## src/inc/pmoc_defines.svh

```systemverilog
`ifndef PMOC_DEFINES_SVH
`define PMOC_DEFINES_SVH

// Core clock rate and hardware reset deglitch time.
`define PMOC_CLK_HZ 50000000
`define PMOC_DEGLITCH_MS 5
`define PMOC_DEGLITCH_CYCLES (`PMOC_DEGLITCH_MS * (`PMOC_CLK_HZ / 1000))

// Register offsets.
`define PMOC_ADDR_SUPPLY_GOOD 8'h02
`define PMOC_ADDR_FAULT_MASK 8'h07
`define PMOC_ADDR_MODE_CONTROL 8'h08

// Mode control field positions.
`define PMOC_BIT_SOFT_RESET 0
`define PMOC_BIT_DEFAULTS_N 1
`define PMOC_BIT_BOOST_OSC 3
`define PMOC_BIT_SOFT_SLEEP 6
`define PMOC_BIT_STANDBY 7

// Reset values and writable bits.
`define PMOC_MODE_RESET 8'h00
`define PMOC_MODE_WRITABLE 8'hCB
`define PMOC_MASK_RESET 8'hFF

`endif

```

## src/inc/pmoc_pkg.sv

```systemverilog
package pmoc_pkg;

    typedef enum logic [2:0] {
        PMOC_NO_POWER = 3'h0,
        PMOC_ENABLE = 3'h1,
        PMOC_SEQUENCING = 3'h2,
        PMOC_RESET = 3'h3,
        PMOC_SUPPLY_GOOD_STATUS_CHECK = 3'h4,
        PMOC_NORMAL = 3'h5,
        PMOC_SLEEP = 3'h6
    } pmoc_state_t;

endpackage

```

## src/hw/pmoc_mode_control.sv

```systemverilog
// Summary of operation
// Supply fault mask bits power up masked.
// Masked supplies raise no fault; status still shows out of regulation.
// Supply-good check without unmasked fault enters NORMAL.
// In NORMAL, thermal or low system voltage fault enters SLEEP.
// In NORMAL, unmasked supply-good fault enters NO POWER.
// In NORMAL, writing soft reset bit B0 enters RESET.
// In NORMAL, writing soft sleep bit B6 enters SLEEP.
// Soft reset and soft sleep bits clear themselves after use.
// SLEEP entry drives host reset low and restores some register groups.
// In SLEEP sequencing is off and all supplies except backup are off.
// In SLEEP the backup regulator follows its enable bit.
// Leaving SLEEP, supplies come up from restored defaults.
// Thermal SLEEP ends only through undervoltage into NO POWER.
// Battery-only SLEEP exits to ENABLE on input power, else NO POWER.
// With both sources, input removal then reconnection exits to ENABLE.
// Standby request sets both bucks to standby voltage and PFM.
// Hardware reset low beyond 5 ms deglitch drives host reset low.
// RESET starts on the rising edge of the hardware reset input.
// Hardware and software resets leave registers unchanged.
// Host sets defaults-loaded flag; device clears it on default reload. Here SLEEP entry by B6 or thermal/low voltage fault leaves it set.
// Toggle of an unmasked supply-good bit is a supply fault event.
// Supply-good check with unmasked fault enters SLEEP.
// RESET ends on reset timer expiry into supply-good check.
// Hardware reset input is synchronised; deglitch restarts when high.
// Faults take precedence over host reset, sleep and standby requests.
`timescale 1ns/10ps
`include "pmoc_defines.svh"

////////////////////////////////////////////////////////////////////////////
module pmoc_sync #(
    parameter int W = 1
) (
    input wire logic core_clk,
    input wire logic rst_n,
    input wire logic [W-1:0] async_in,
    output logic [W-1:0] sync_out
);
    logic [W-1:0] meta;

    always_ff @(posedge core_clk)
    begin
        if (!rst_n)
        begin
            meta <= '0;
            sync_out <= '0;
        end
        else
        begin
            meta <= async_in;
            sync_out <= meta;
        end
    end
endmodule

////////////////////////////////////////////////////////////////////////////
module pmoc_mode_control
    import pmoc_pkg::*;
#(
    parameter int DEGLITCH_CYCLES = `PMOC_DEGLITCH_CYCLES
) (
    // Clock and power-on reset.
    input wire logic core_clk,
    input wire logic rst_n,
    // Register port from the serial host interface.
    input wire logic [7:0] reg_addr,
    input wire logic [7:0] reg_wdata,
    input wire logic reg_wr,
    input wire logic reg_rd,
    output logic [7:0] reg_rdata,
    // Asynchronous status inputs.
    input wire logic hw_reset_input,
    input wire logic thermal_fault,
    input wire logic system_voltage_low,
    input wire logic uvlo_detect,
    input wire logic battery_present,
    input wire logic input_power_present,
    input wire logic standby_gpio,
    input wire logic reset_timer_expired,
    input wire logic sequence_done,
    input wire logic [7:0] supply_good_status,
    // Backup regulator enable bit from the regulator enable register.
    input wire logic backup_clock_en,
    // Mode outputs.
    output logic host_reset_output,
    output logic sequencing_enable,
    output logic supplies_on,
    output logic backup_clock_regulator_on,
    output logic restore_defaults,
    output logic buck_a_standby,
    output logic buck_b_standby,
    output logic buck_pfm,
    output logic boost_low_freq_osc,
    output pmoc_state_t mode_state
);
    logic [17:0] deglitch_max;
    assign deglitch_max = 18'(DEGLITCH_CYCLES);

    ////////////////////////////////////////////////////////////////////////
    // Synchronisers.
    logic [8:0] pins_s;
    logic [7:0] sts_s;
    logic [7:0] sts_q;

    pmoc_sync #(.W(9)) u_sync_pins (
        .core_clk(core_clk),
        .rst_n(rst_n),
        .async_in({hw_reset_input, thermal_fault, system_voltage_low,
                   uvlo_detect, battery_present, input_power_present,
                   standby_gpio, reset_timer_expired, sequence_done}),
        .sync_out(pins_s)
    );

    pmoc_sync #(.W(8)) u_sync_status (
        .core_clk(core_clk),
        .rst_n(rst_n),
        .async_in(supply_good_status),
        .sync_out(sts_s)
    );

    wire hw_s = pins_s[8];
    wire thermal_s = pins_s[7];
    wire lowsys_s = pins_s[6];
    wire uvlo_s = pins_s[5];
    wire input_s = pins_s[3];
    wire standby_gpio_s = pins_s[2];
    wire timer_s = pins_s[1];
    wire seq_done_s = pins_s[0];

    ////////////////////////////////////////////////////////////////////////
    // Registers and decode.
    logic [7:0] mode_ctl;
    logic [7:0] fault_mask;
    logic [7:0] next_mode_ctl;
    logic [7:0] next_fault_mask;
    pmoc_state_t state;
    pmoc_state_t next_state;

    // Register writes are held off while the host is in reset; reads are not.
    wire wr_ok = reg_wr && host_reset_output;
    wire wr_mode = wr_ok && (reg_addr == `PMOC_ADDR_MODE_CONTROL);
    wire wr_mask = wr_ok && (reg_addr == `PMOC_ADDR_FAULT_MASK);
    wire [7:0] rd_mux = (reg_addr == `PMOC_ADDR_MODE_CONTROL) ? mode_ctl :
        (reg_addr == `PMOC_ADDR_FAULT_MASK) ? fault_mask :
        (reg_addr == `PMOC_ADDR_SUPPLY_GOOD) ? sts_s : 8'h00;

    wire [7:0] unmasked_level = sts_s & ~fault_mask;
    wire [7:0] unmasked_toggle = (sts_s ^ sts_q) & ~fault_mask;
    wire pg_level = |unmasked_level;
    wire pg_event = pg_level || (|unmasked_toggle);
    wire env_fault = thermal_s || lowsys_s;
    wire soft_rst = mode_ctl[`PMOC_BIT_SOFT_RESET];
    wire soft_sleep = mode_ctl[`PMOC_BIT_SOFT_SLEEP];

    ////////////////////////////////////////////////////////////////////////
    // Hardware reset deglitch.
    logic [17:0] deglitch_cnt;
    logic hw_q;
    logic hw_armed;
    wire hw_long = (deglitch_cnt == deglitch_max);
    wire hw_rise = hw_s && !hw_q;
    wire hw_reset_go = hw_rise && hw_armed;

    always_ff @(posedge core_clk)
    begin
        if (!rst_n)
        begin
            deglitch_cnt <= 18'h00000;
            hw_q <= 1'b1;
            hw_armed <= 1'b0;
        end
        else
        begin
            hw_q <= hw_s;
            if (hw_s)
                deglitch_cnt <= 18'h00000;
            else if (!hw_long)
                deglitch_cnt <= deglitch_cnt + 18'h00001;
            // The rise must disarm even though the count still shows full.
            if (hw_rise)
                hw_armed <= 1'b0;
            else if (hw_long)
                hw_armed <= 1'b1;
        end
    end

    ////////////////////////////////////////////////////////////////////////
    // Mode state machine.
    logic sleep_thermal;
    logic input_gone;
    wire sleep_exit_input = input_s && input_gone;

    always_comb
    begin
        next_state = state;
        if (uvlo_s)
            next_state = PMOC_NO_POWER;
        else
        begin
            case (state)
                PMOC_NO_POWER:
                    next_state = PMOC_ENABLE;
                PMOC_ENABLE:
                    if (!lowsys_s)
                        next_state = PMOC_SEQUENCING;
                PMOC_SEQUENCING:
                    if (seq_done_s)
                        next_state = PMOC_RESET;
                PMOC_RESET:
                    if (timer_s)
                        next_state = PMOC_SUPPLY_GOOD_STATUS_CHECK;
                PMOC_SUPPLY_GOOD_STATUS_CHECK:
                    if (pg_level)
                        next_state = PMOC_SLEEP;
                    else
                        next_state = PMOC_NORMAL;
                PMOC_NORMAL:
                    if (env_fault)
                        next_state = PMOC_SLEEP;
                    else if (pg_event)
                        next_state = PMOC_NO_POWER;
                    else if (hw_reset_go || soft_rst)
                        next_state = PMOC_RESET;
                    else if (soft_sleep)
                        next_state = PMOC_SLEEP;
                PMOC_SLEEP:
                    if (!sleep_thermal && sleep_exit_input)
                        next_state = PMOC_ENABLE;
                default:
                    next_state = PMOC_NO_POWER;
            endcase
        end
    end

    wire entering_sleep = (next_state == PMOC_SLEEP) && (state != PMOC_SLEEP);
    wire entering_nopwr = (next_state == PMOC_NO_POWER) &&
        (state != PMOC_NO_POWER);
    wire pg_reload = (state == PMOC_SUPPLY_GOOD_STATUS_CHECK && pg_level) ||
        (state == PMOC_NORMAL && pg_event && !env_fault);

    // Registers keep their values across hardware and software resets.
    always_comb
    begin
        next_mode_ctl = mode_ctl;
        next_fault_mask = fault_mask;
        if (entering_nopwr)
        begin
            next_mode_ctl = `PMOC_MODE_RESET;
            next_fault_mask = `PMOC_MASK_RESET;
        end
        else
        begin
            next_mode_ctl[`PMOC_BIT_SOFT_RESET] = 1'b0;
            next_mode_ctl[`PMOC_BIT_SOFT_SLEEP] = 1'b0;
            if (wr_mode)
                next_mode_ctl = reg_wdata & `PMOC_MODE_WRITABLE;
            if (pg_reload)
                next_mode_ctl[`PMOC_BIT_DEFAULTS_N] = 1'b0;
            if (wr_mask)
                next_fault_mask = reg_wdata;
        end
    end

    always_ff @(posedge core_clk)
    begin
        if (!rst_n)
        begin
            state <= PMOC_NO_POWER;
            mode_ctl <= `PMOC_MODE_RESET;
            fault_mask <= `PMOC_MASK_RESET;
            sts_q <= 8'h00;
            reg_rdata <= 8'h00;
            sleep_thermal <= 1'b0;
            input_gone <= 1'b0;
        end
        else
        begin
            state <= next_state;
            mode_ctl <= next_mode_ctl;
            fault_mask <= next_fault_mask;
            sts_q <= sts_s;
            if (reg_rd)
                reg_rdata <= rd_mux;
            if (entering_sleep)
            begin
                sleep_thermal <= (state == PMOC_NORMAL) && thermal_s;
                input_gone <= !input_s;
            end
            else if (!input_s)
                input_gone <= 1'b1;
        end
    end

    ////////////////////////////////////////////////////////////////////////
    // Outputs, registered from the next state so they align with it.
    wire next_on = (next_state == PMOC_SEQUENCING) ||
        (next_state == PMOC_RESET) || (next_state == PMOC_SUPPLY_GOOD_STATUS_CHECK) ||
        (next_state == PMOC_NORMAL);
    wire next_host_run = ((next_state == PMOC_SUPPLY_GOOD_STATUS_CHECK) ||
        (next_state == PMOC_NORMAL)) && !hw_long;
    wire next_standby = (next_state == PMOC_NORMAL) && (state == PMOC_NORMAL)
        && (mode_ctl[`PMOC_BIT_STANDBY] || standby_gpio_s);

    always_ff @(posedge core_clk)
    begin
        if (!rst_n)
        begin
            mode_state <= PMOC_NO_POWER;
            host_reset_output <= 1'b0;
            sequencing_enable <= 1'b0;
            supplies_on <= 1'b0;
            backup_clock_regulator_on <= 1'b0;
            restore_defaults <= 1'b0;
            buck_a_standby <= 1'b0;
            buck_b_standby <= 1'b0;
            buck_pfm <= 1'b0;
            boost_low_freq_osc <= 1'b0;
        end
        else
        begin
            mode_state <= next_state;
            host_reset_output <= next_host_run;
            sequencing_enable <= (next_state == PMOC_SEQUENCING);
            supplies_on <= next_on;
            backup_clock_regulator_on <= (next_state != PMOC_NO_POWER) &&
                backup_clock_en;
            restore_defaults <= entering_sleep;
            buck_a_standby <= next_standby;
            buck_b_standby <= next_standby;
            buck_pfm <= next_standby;
            boost_low_freq_osc <= next_mode_ctl[`PMOC_BIT_BOOST_OSC];
        end
    end
endmodule

```

## config.mk

```make
export PLATFORM = sky130hd
export DESIGN_NAME = pmoc_mode_control
export DESIGN_NICKNAME = d
export VERILOG_FILES = /design/src/inc/pmoc_pkg.sv /design/src/hw/pmoc_mode_control.sv
export VERILOG_INCLUDE_DIRS = /design/src /design/src/inc
export SDC_FILE = /design/constraint.sdc
export NUM_CORES = 1
export LEC_CHECK = 0
export BUFFER_PORTS_ARGS = -buffer_cell sky130_fd_sc_hd__buf_4
export CORE_MARGIN = 2
export CORE_UTILIZATION = 50
export DETAILED_ROUTE_END_ITERATION = 10
export PLACE_DENSITY_LB_ADDON = 0.15
export SLEW_MARGIN = 10
export SYNTH_ARGS = -nofsm -noshare
export SYNTH_HDL_FRONTEND = slang
export SYNTH_SLANG_ARGS = --single-unit
```

## constraint.sdc

```tcl
create_clock -name core_clk -period 2.3 [get_ports core_clk]
set_clock_uncertainty 0.15 [all_clocks]
set_input_delay 0.115 -clock core_clk [delete_from_list [all_inputs] [get_ports core_clk]]
set_output_delay 0.115 -clock core_clk [all_outputs]
set_load 0.01 [all_outputs]
```

== Word level (Yosys, flattened, before mapping) ==
Index checks and enable logic that the tools add are counted.
Cells by class
  eq/ne operators: 17
  shifts and indexed selects: 0
  magnitude comparators: 0
  bitwise logic cells: 6
  $add $sub $neg: 1
  div/mod/pow operators: 0
  multiply operators: 0
  multiplexer cells: 16
  reduce and logical (&&, ||, !) cells: 42
Operator list (count)
  3-bit 2-to-1 mux: 9
  8-bit 2-to-1 mux: 3
  3-bit one-hot mux with 7 select lines: 1
  18-bit by 1-bit adder with 18-bit output (second input constant): 1
  18-bit equality test (second input constant): 1
  3-bit equality test (second input constant): 6
  1-bit logical AND: 17
  8-bit bitwise AND: 2
  8-bit OR reduction: 2
  3-bit by 2-bit equality test with 1-bit output (second input constant): 4
  1-bit logical OR: 9
  8-bit by 2-bit equality test with 1-bit output (second input constant): 1
  8-bit by 3-bit equality test with 1-bit output (second input constant): 1
  8-bit by 4-bit equality test with 1-bit output (second input constant): 1
  8-bit NOT: 1
  8-bit XOR: 1
  3-bit zero test: 2
  3-bit nonzero test: 2
  2-bit OR reduction: 3
  3-bit OR reduction: 2
  1-bit zero test: 5
  3-bit by 1-bit equality test with 1-bit output (second input constant): 1
  3-bit inequality test (second input constant): 1
  1-bit 2-to-1 mux: 2
  other kinds (3): 4
Word-level totals
  bits in latches: 0
  flip-flop bits (word level): 94
  output and inout bits: 20
  ROM bits: 0
  word-level logic and storage cells: 105
  memories kept: 0
  memory bits (writable): 0

== Longest topological paths before layout ==
  depth in word-level cells: 13
  mapped depth: 9
  gate-level depth less buffers: 8

== Cells and area by module ==
From an unflattened synthesis, not the netlist that was laid out.
Unflattened totals
  cells, all modules: 384
  area total of the unflattened synthesis: 3857.4 sq um
By module, submodules not included
  pmoc_mode_control: instances 1, area an instance 2909.0 sq um, cells each 314
  pmoc_sync (u_sync_pins): instances 1, area an instance 501.7 sq um, cells each 37
  pmoc_sync (u_sync_status): instances 1, area an instance 446.7 sq um, cells each 33

== Least setup slack after synthesis ==
No wires, ideal clock.
  kind: register -> register
  start point: reg u_sync_status.sync_out[5]
  end point: reg sleep_thermal
  arrival: 1.884 ns
  data required time: 2.080 ns
  path slack: 0.195 ns
  cell stages (with the launch flop): 8
  cell sequence: dfxtp_1 > inv_1 > o22ai_2 > nor4_4 > nand4_2 > o2111a_2 > or4b_1 > a21oi_1
On the way
  word-level cells in the longest chain between the ends: 10
  elaborated cells between the ends (all ways): 13
  classes of those cells: eq/ne: 1; mux: 5; bitwise: 3; reduce/logical: 4
RTL lines
  from (decl): RTL line pmoc_mode_control.sv:37  | output logic [W-1:0] sync_out
  from (signal assigned): RTL line pmoc_mode_control.sv:51  | sync_out <= meta;
  8-bit XOR: RTL line pmoc_mode_control.sv:148  | wire [7:0] unmasked_toggle = (sts_s ^ sts_q) & ~fault_mask;
  8-bit bitwise AND: RTL line pmoc_mode_control.sv:148
  8-bit OR reduction: RTL line pmoc_mode_control.sv:150  | wire pg_event = pg_level || (|unmasked_toggle);
  1-bit logical OR: RTL line pmoc_mode_control.sv:150
  3-bit 2-to-1 mux: RTL line pmoc_mode_control.sv:220  | else if (pg_event)
  3-bit 2-to-1 mux: RTL line pmoc_mode_control.sv:218  | if (env_fault)
  3-bit one-hot mux with 7 select lines *: RTL line pmoc_mode_control.sv:200  | case (state)
  3-bit 2-to-1 mux *: RTL line pmoc_mode_control.sv:196  | if (uvlo_s)
  3-bit equality test *: RTL line pmoc_mode_control.sv:235  | wire entering_sleep = (next_state == PMOC_SLEEP) && (state != PMOC_SLEEP);
  1-bit logical AND *: RTL line pmoc_mode_control.sv:235
  to (signal assigned): RTL line pmoc_mode_control.sv:286  | sleep_thermal <= (state == PMOC_NORMAL) && thermal_s;
  to (decl): RTL line pmoc_mode_control.sv:189  | logic sleep_thermal;
Mark *: on every way between the ends. The rest lies on a longest branch, timed or not.
A chain may end at the register's enable or synchronous reset.

== Worst setup path in the final report ==
  start point: reg u_sync_status.sync_out[2]
  end point: reg sleep_thermal
The elaborated chain is that of the path after synthesis.

==> metrics.yaml <==
outcome:
  outcome: "complete, no violations"
logic_synthesis:
  synth_flop_cell: "dfxtp_1"
  seq_area_frac_synth: 0.508
  ys_types: 55
  synth-seq-cells: 92
  syn_area_sq_um: 3620
  yosysTopAreaCell: "dfxtp_1"
  yosys_warnings: 0
  avgSynthCellArea_sq_um: 9.49
  ys_top_cells_by_count: "dfxtp_1 (92), nor2_1 (48), and2_1 (35)"
  async_reset_ff_frac: 0
  syn_inst: 382
  syn-num-nets: 422
  netlist.area_leader.share: 0.508
  synth_edf_count: 0
  synthTopCellsByArea: "dfxtp_1 (51%), and2_1 (6.0%), nor2_1 (5.0%), xnor2_1 (2.9%), xor2_1 (2.7%)"
  yosysMostFrequentCell: "dfxtp_1"
die:
  rows: 31
  core_sq_um: 7140
  io_pins: 58
  die_height_um: 89.1
  die-area_sq_um: 7950
  start_util: 0.508
  die_w_um: 89.1
cells_and_area:
  drive_above_1_share: 0.252
  nets: 524
  syn_to_final_growth_pct: 32.4
  post-route-util: 0.672
  diodes: 0
cts:
  clk_pin_slew_ps: 90
  cts_tree: "done"
  root_buffer: "clkbuf_8"
  htree_levels: 3
  cts_buffer_depth: 2
  clk_latency_ps: 360
  cts_buffers: 9
  clock_sinks: 92
hold_path:
  hold_path_class: "primary input to flip-flop"
  holdPathEnd: "mode_ctl[6]"
  holdPathStages: 4
  worstHoldStart: "reg_wr"
critical_path:
  cp_slowest_cell: "or4b_4"
  cp-startpoint: "u_sync_status.sync_out[2]"
  regToRegEndpoint: "sleep_thermal"
  worstReg2RegStart: "u_sync_status.sync_out[2]"
  worstPathRequired_ps: 2440
  path_class: "flip-flop to flip-flop"
  crit_arrival_ps: 2440
  cpPeakStageDelay_ps: 490
  critPathMaxFanout: 5
  r2r_cells: 7
  crit_path_end_kind: "flip-flop"
  r2r_slack_ps: 0.1
  crit_chain: "inv_1, o22ai_2, nor4_4, nand4_2, o2111a_2, or4b_4, a21oi_2"
  startpoint_type: "flip-flop"
detailed_routing:
  first_pass_iters: 5
  avgRoutedWirePerCell_um: 14.1
  viasPerCell: 5.20
  finalWirelength_mm: 8.26
  drt.antenna.violating_nets: 0
  first_iter_violations: 223
  route.detailed.drc: 0
  vias: 3053
placed_design:
  portBuffers: 56
  post-dp-hpwl_mm: 5.68
  gp_congestion: 0.864
global_routing:
  antenna_found_initial: 0
  gr-total-overflow: 0
  grt_first_pass_wirelength_mm: 13.1
  grt_pass1_vias: 2801
  grt_start_max_net_pins: 30
  track_usage: 0.218
power_and_ir_drop:
  power.density_nw_per_um2: 630
  ir_drop_mv: 0.391
  power.leakage_nw: 1.93
sta:
  grt_setup_unrepaired: "yes"
  tns_ps: 0
  fin_crit_ps: 2300
  hold_viol: 0
  tightest_slew_ps: 614
  setup_viol: 0
  fin_crit_sh: 1.00
  fmax_mhz: 435
  slew_viol_final: 0
  maxSlewHeadroom: 0.590
job:
  max_cap_violations: 0
sequential cells by signal, indices dropped and copies added, names as in the netlist:
register                   cells
sequencing_enable              1
backup_clock_regulator_on      1
sts_q                          8
u_sync_status.sync_out         8
hw_armed                       1
restore_defaults               1
host_reset_output              1
input_gone                     1
supplies_on                    1
hw_q                           1
u_sync_status.meta             8
fault_mask                     8
mode_ctl                       5
u_sync_pins.sync_out           8
sleep_thermal                  1
reg_rdata                      8
u_sync_pins.meta               8
mode_state                     3
buck_pfm                       1
deglitch_cnt                  18
how the worst max path moves through the flow:
stage | endpoint | cells after the start | slack (ps)
floorplan | sleep_thermal | 7 | 200
global placement | sleep_thermal | 7 | 50
detailed placement | sleep_thermal | 7 | 20
CTS | sleep_thermal | 7 | 8
global route | sleep_thermal | 7 | -100
finish | sleep_thermal | 7 | 0.1
critical path, delay by kind of cell, from the launching register on:
family	cells	cell delay (ps)
flops	1	340
simple gates	3	1100
buf+inv	1	80
compound gates	3	570
cells in the final DEF, fill, tap and decap left out, drive strengths merged, types with 2 or more instances in the layout:
master	Yosys	layout
a211oi	8	8
a21oi	9	9
a222oi	5	5
a22oi	4	4
and2	35	35
and3	6	6
and3b	2	2
buf	6	81
clkbuf	14	11
clkinv	0	2
clkinvlp	0	2
dfxtp	92	92
dlygate4sd3	0	30
ha	2	2
inv	16	16
mux2	3	3
mux2i	9	9
nand2	21	21
nand2b	2	2
nand3	19	19
nand4	7	7
nor2	48	48
nor3	5	5
nor3b	3	3
nor4	5	5
nor4b	2	2
o211ai	2	2
o21ai	7	7
o22ai	8	8
o41ai	2	2
or3	2	2
xnor2	12	12
xor2	11	11
cell type report:
class | count | area [sq um]
clock buffers | 11 | 151
repair buffers | 111 | 921
inverters | 16 | 60.1
fillers | 614 | 2340
well taps | 99 | 124
multi-input cells | 254 | 1670
flip-flops and latches | 92 | 1850
clock inverters | 4 | 25.0
routing by layer:
layer	global-route usage	wire length, um
met4	0.0991	152
met2	0.341	3820
met3	0.0351	360
met1	0.296	3930
met5	0	0
report_power, final:
part	switching [mW]	leakage, nW	internal [mW]
combinational	0.160	1.08	0.196
sequential	0.0342	0.754	1.64
clock	0.545	0.0872	0.442
cells by family (layout without fill, tap and decap cells):
family                     Yosys count  in the layout  synth area share
and+or+nand+nor                    163            163             0.242
muxes                               12             12            0.0342
buffers and inverters               36            142            0.0438
adders and majority gates            2              2           0.00690
xor gates and xnor gates            23             23            0.0556
AOI/OAI and AO/OA                   54             54             0.109
DFF                                 92             92             0.508
stage by stage:
stage	instances	instance area (sq um)	hold slack [ps]	setup slack [ps]	total power, mW
after global routing	587	4800	97.4	-95.6	3.16
final	587	4800	81.6	0.129	3.02
after CTS	587	4750	57.4	7.74	3.03
after global placement	540	4260	177	54.9	2.00
after detailed placement	540	4260	177	19.0	2.01
after floorplan	382	3620	88.1	195	1.87
repair_timing:
item | in CTS | in global routing
resized for setup | 0 | 16
setup endpoints to repair | 1 | 15
gates cloned | 0 | 0
pin swaps | 3 | 5
buffers inserted | 2 | 0
hold buffers | 30 | 0
hold endpoints to repair | 41 | 0
No activity file was read; power rests on OpenSTA's default activity.
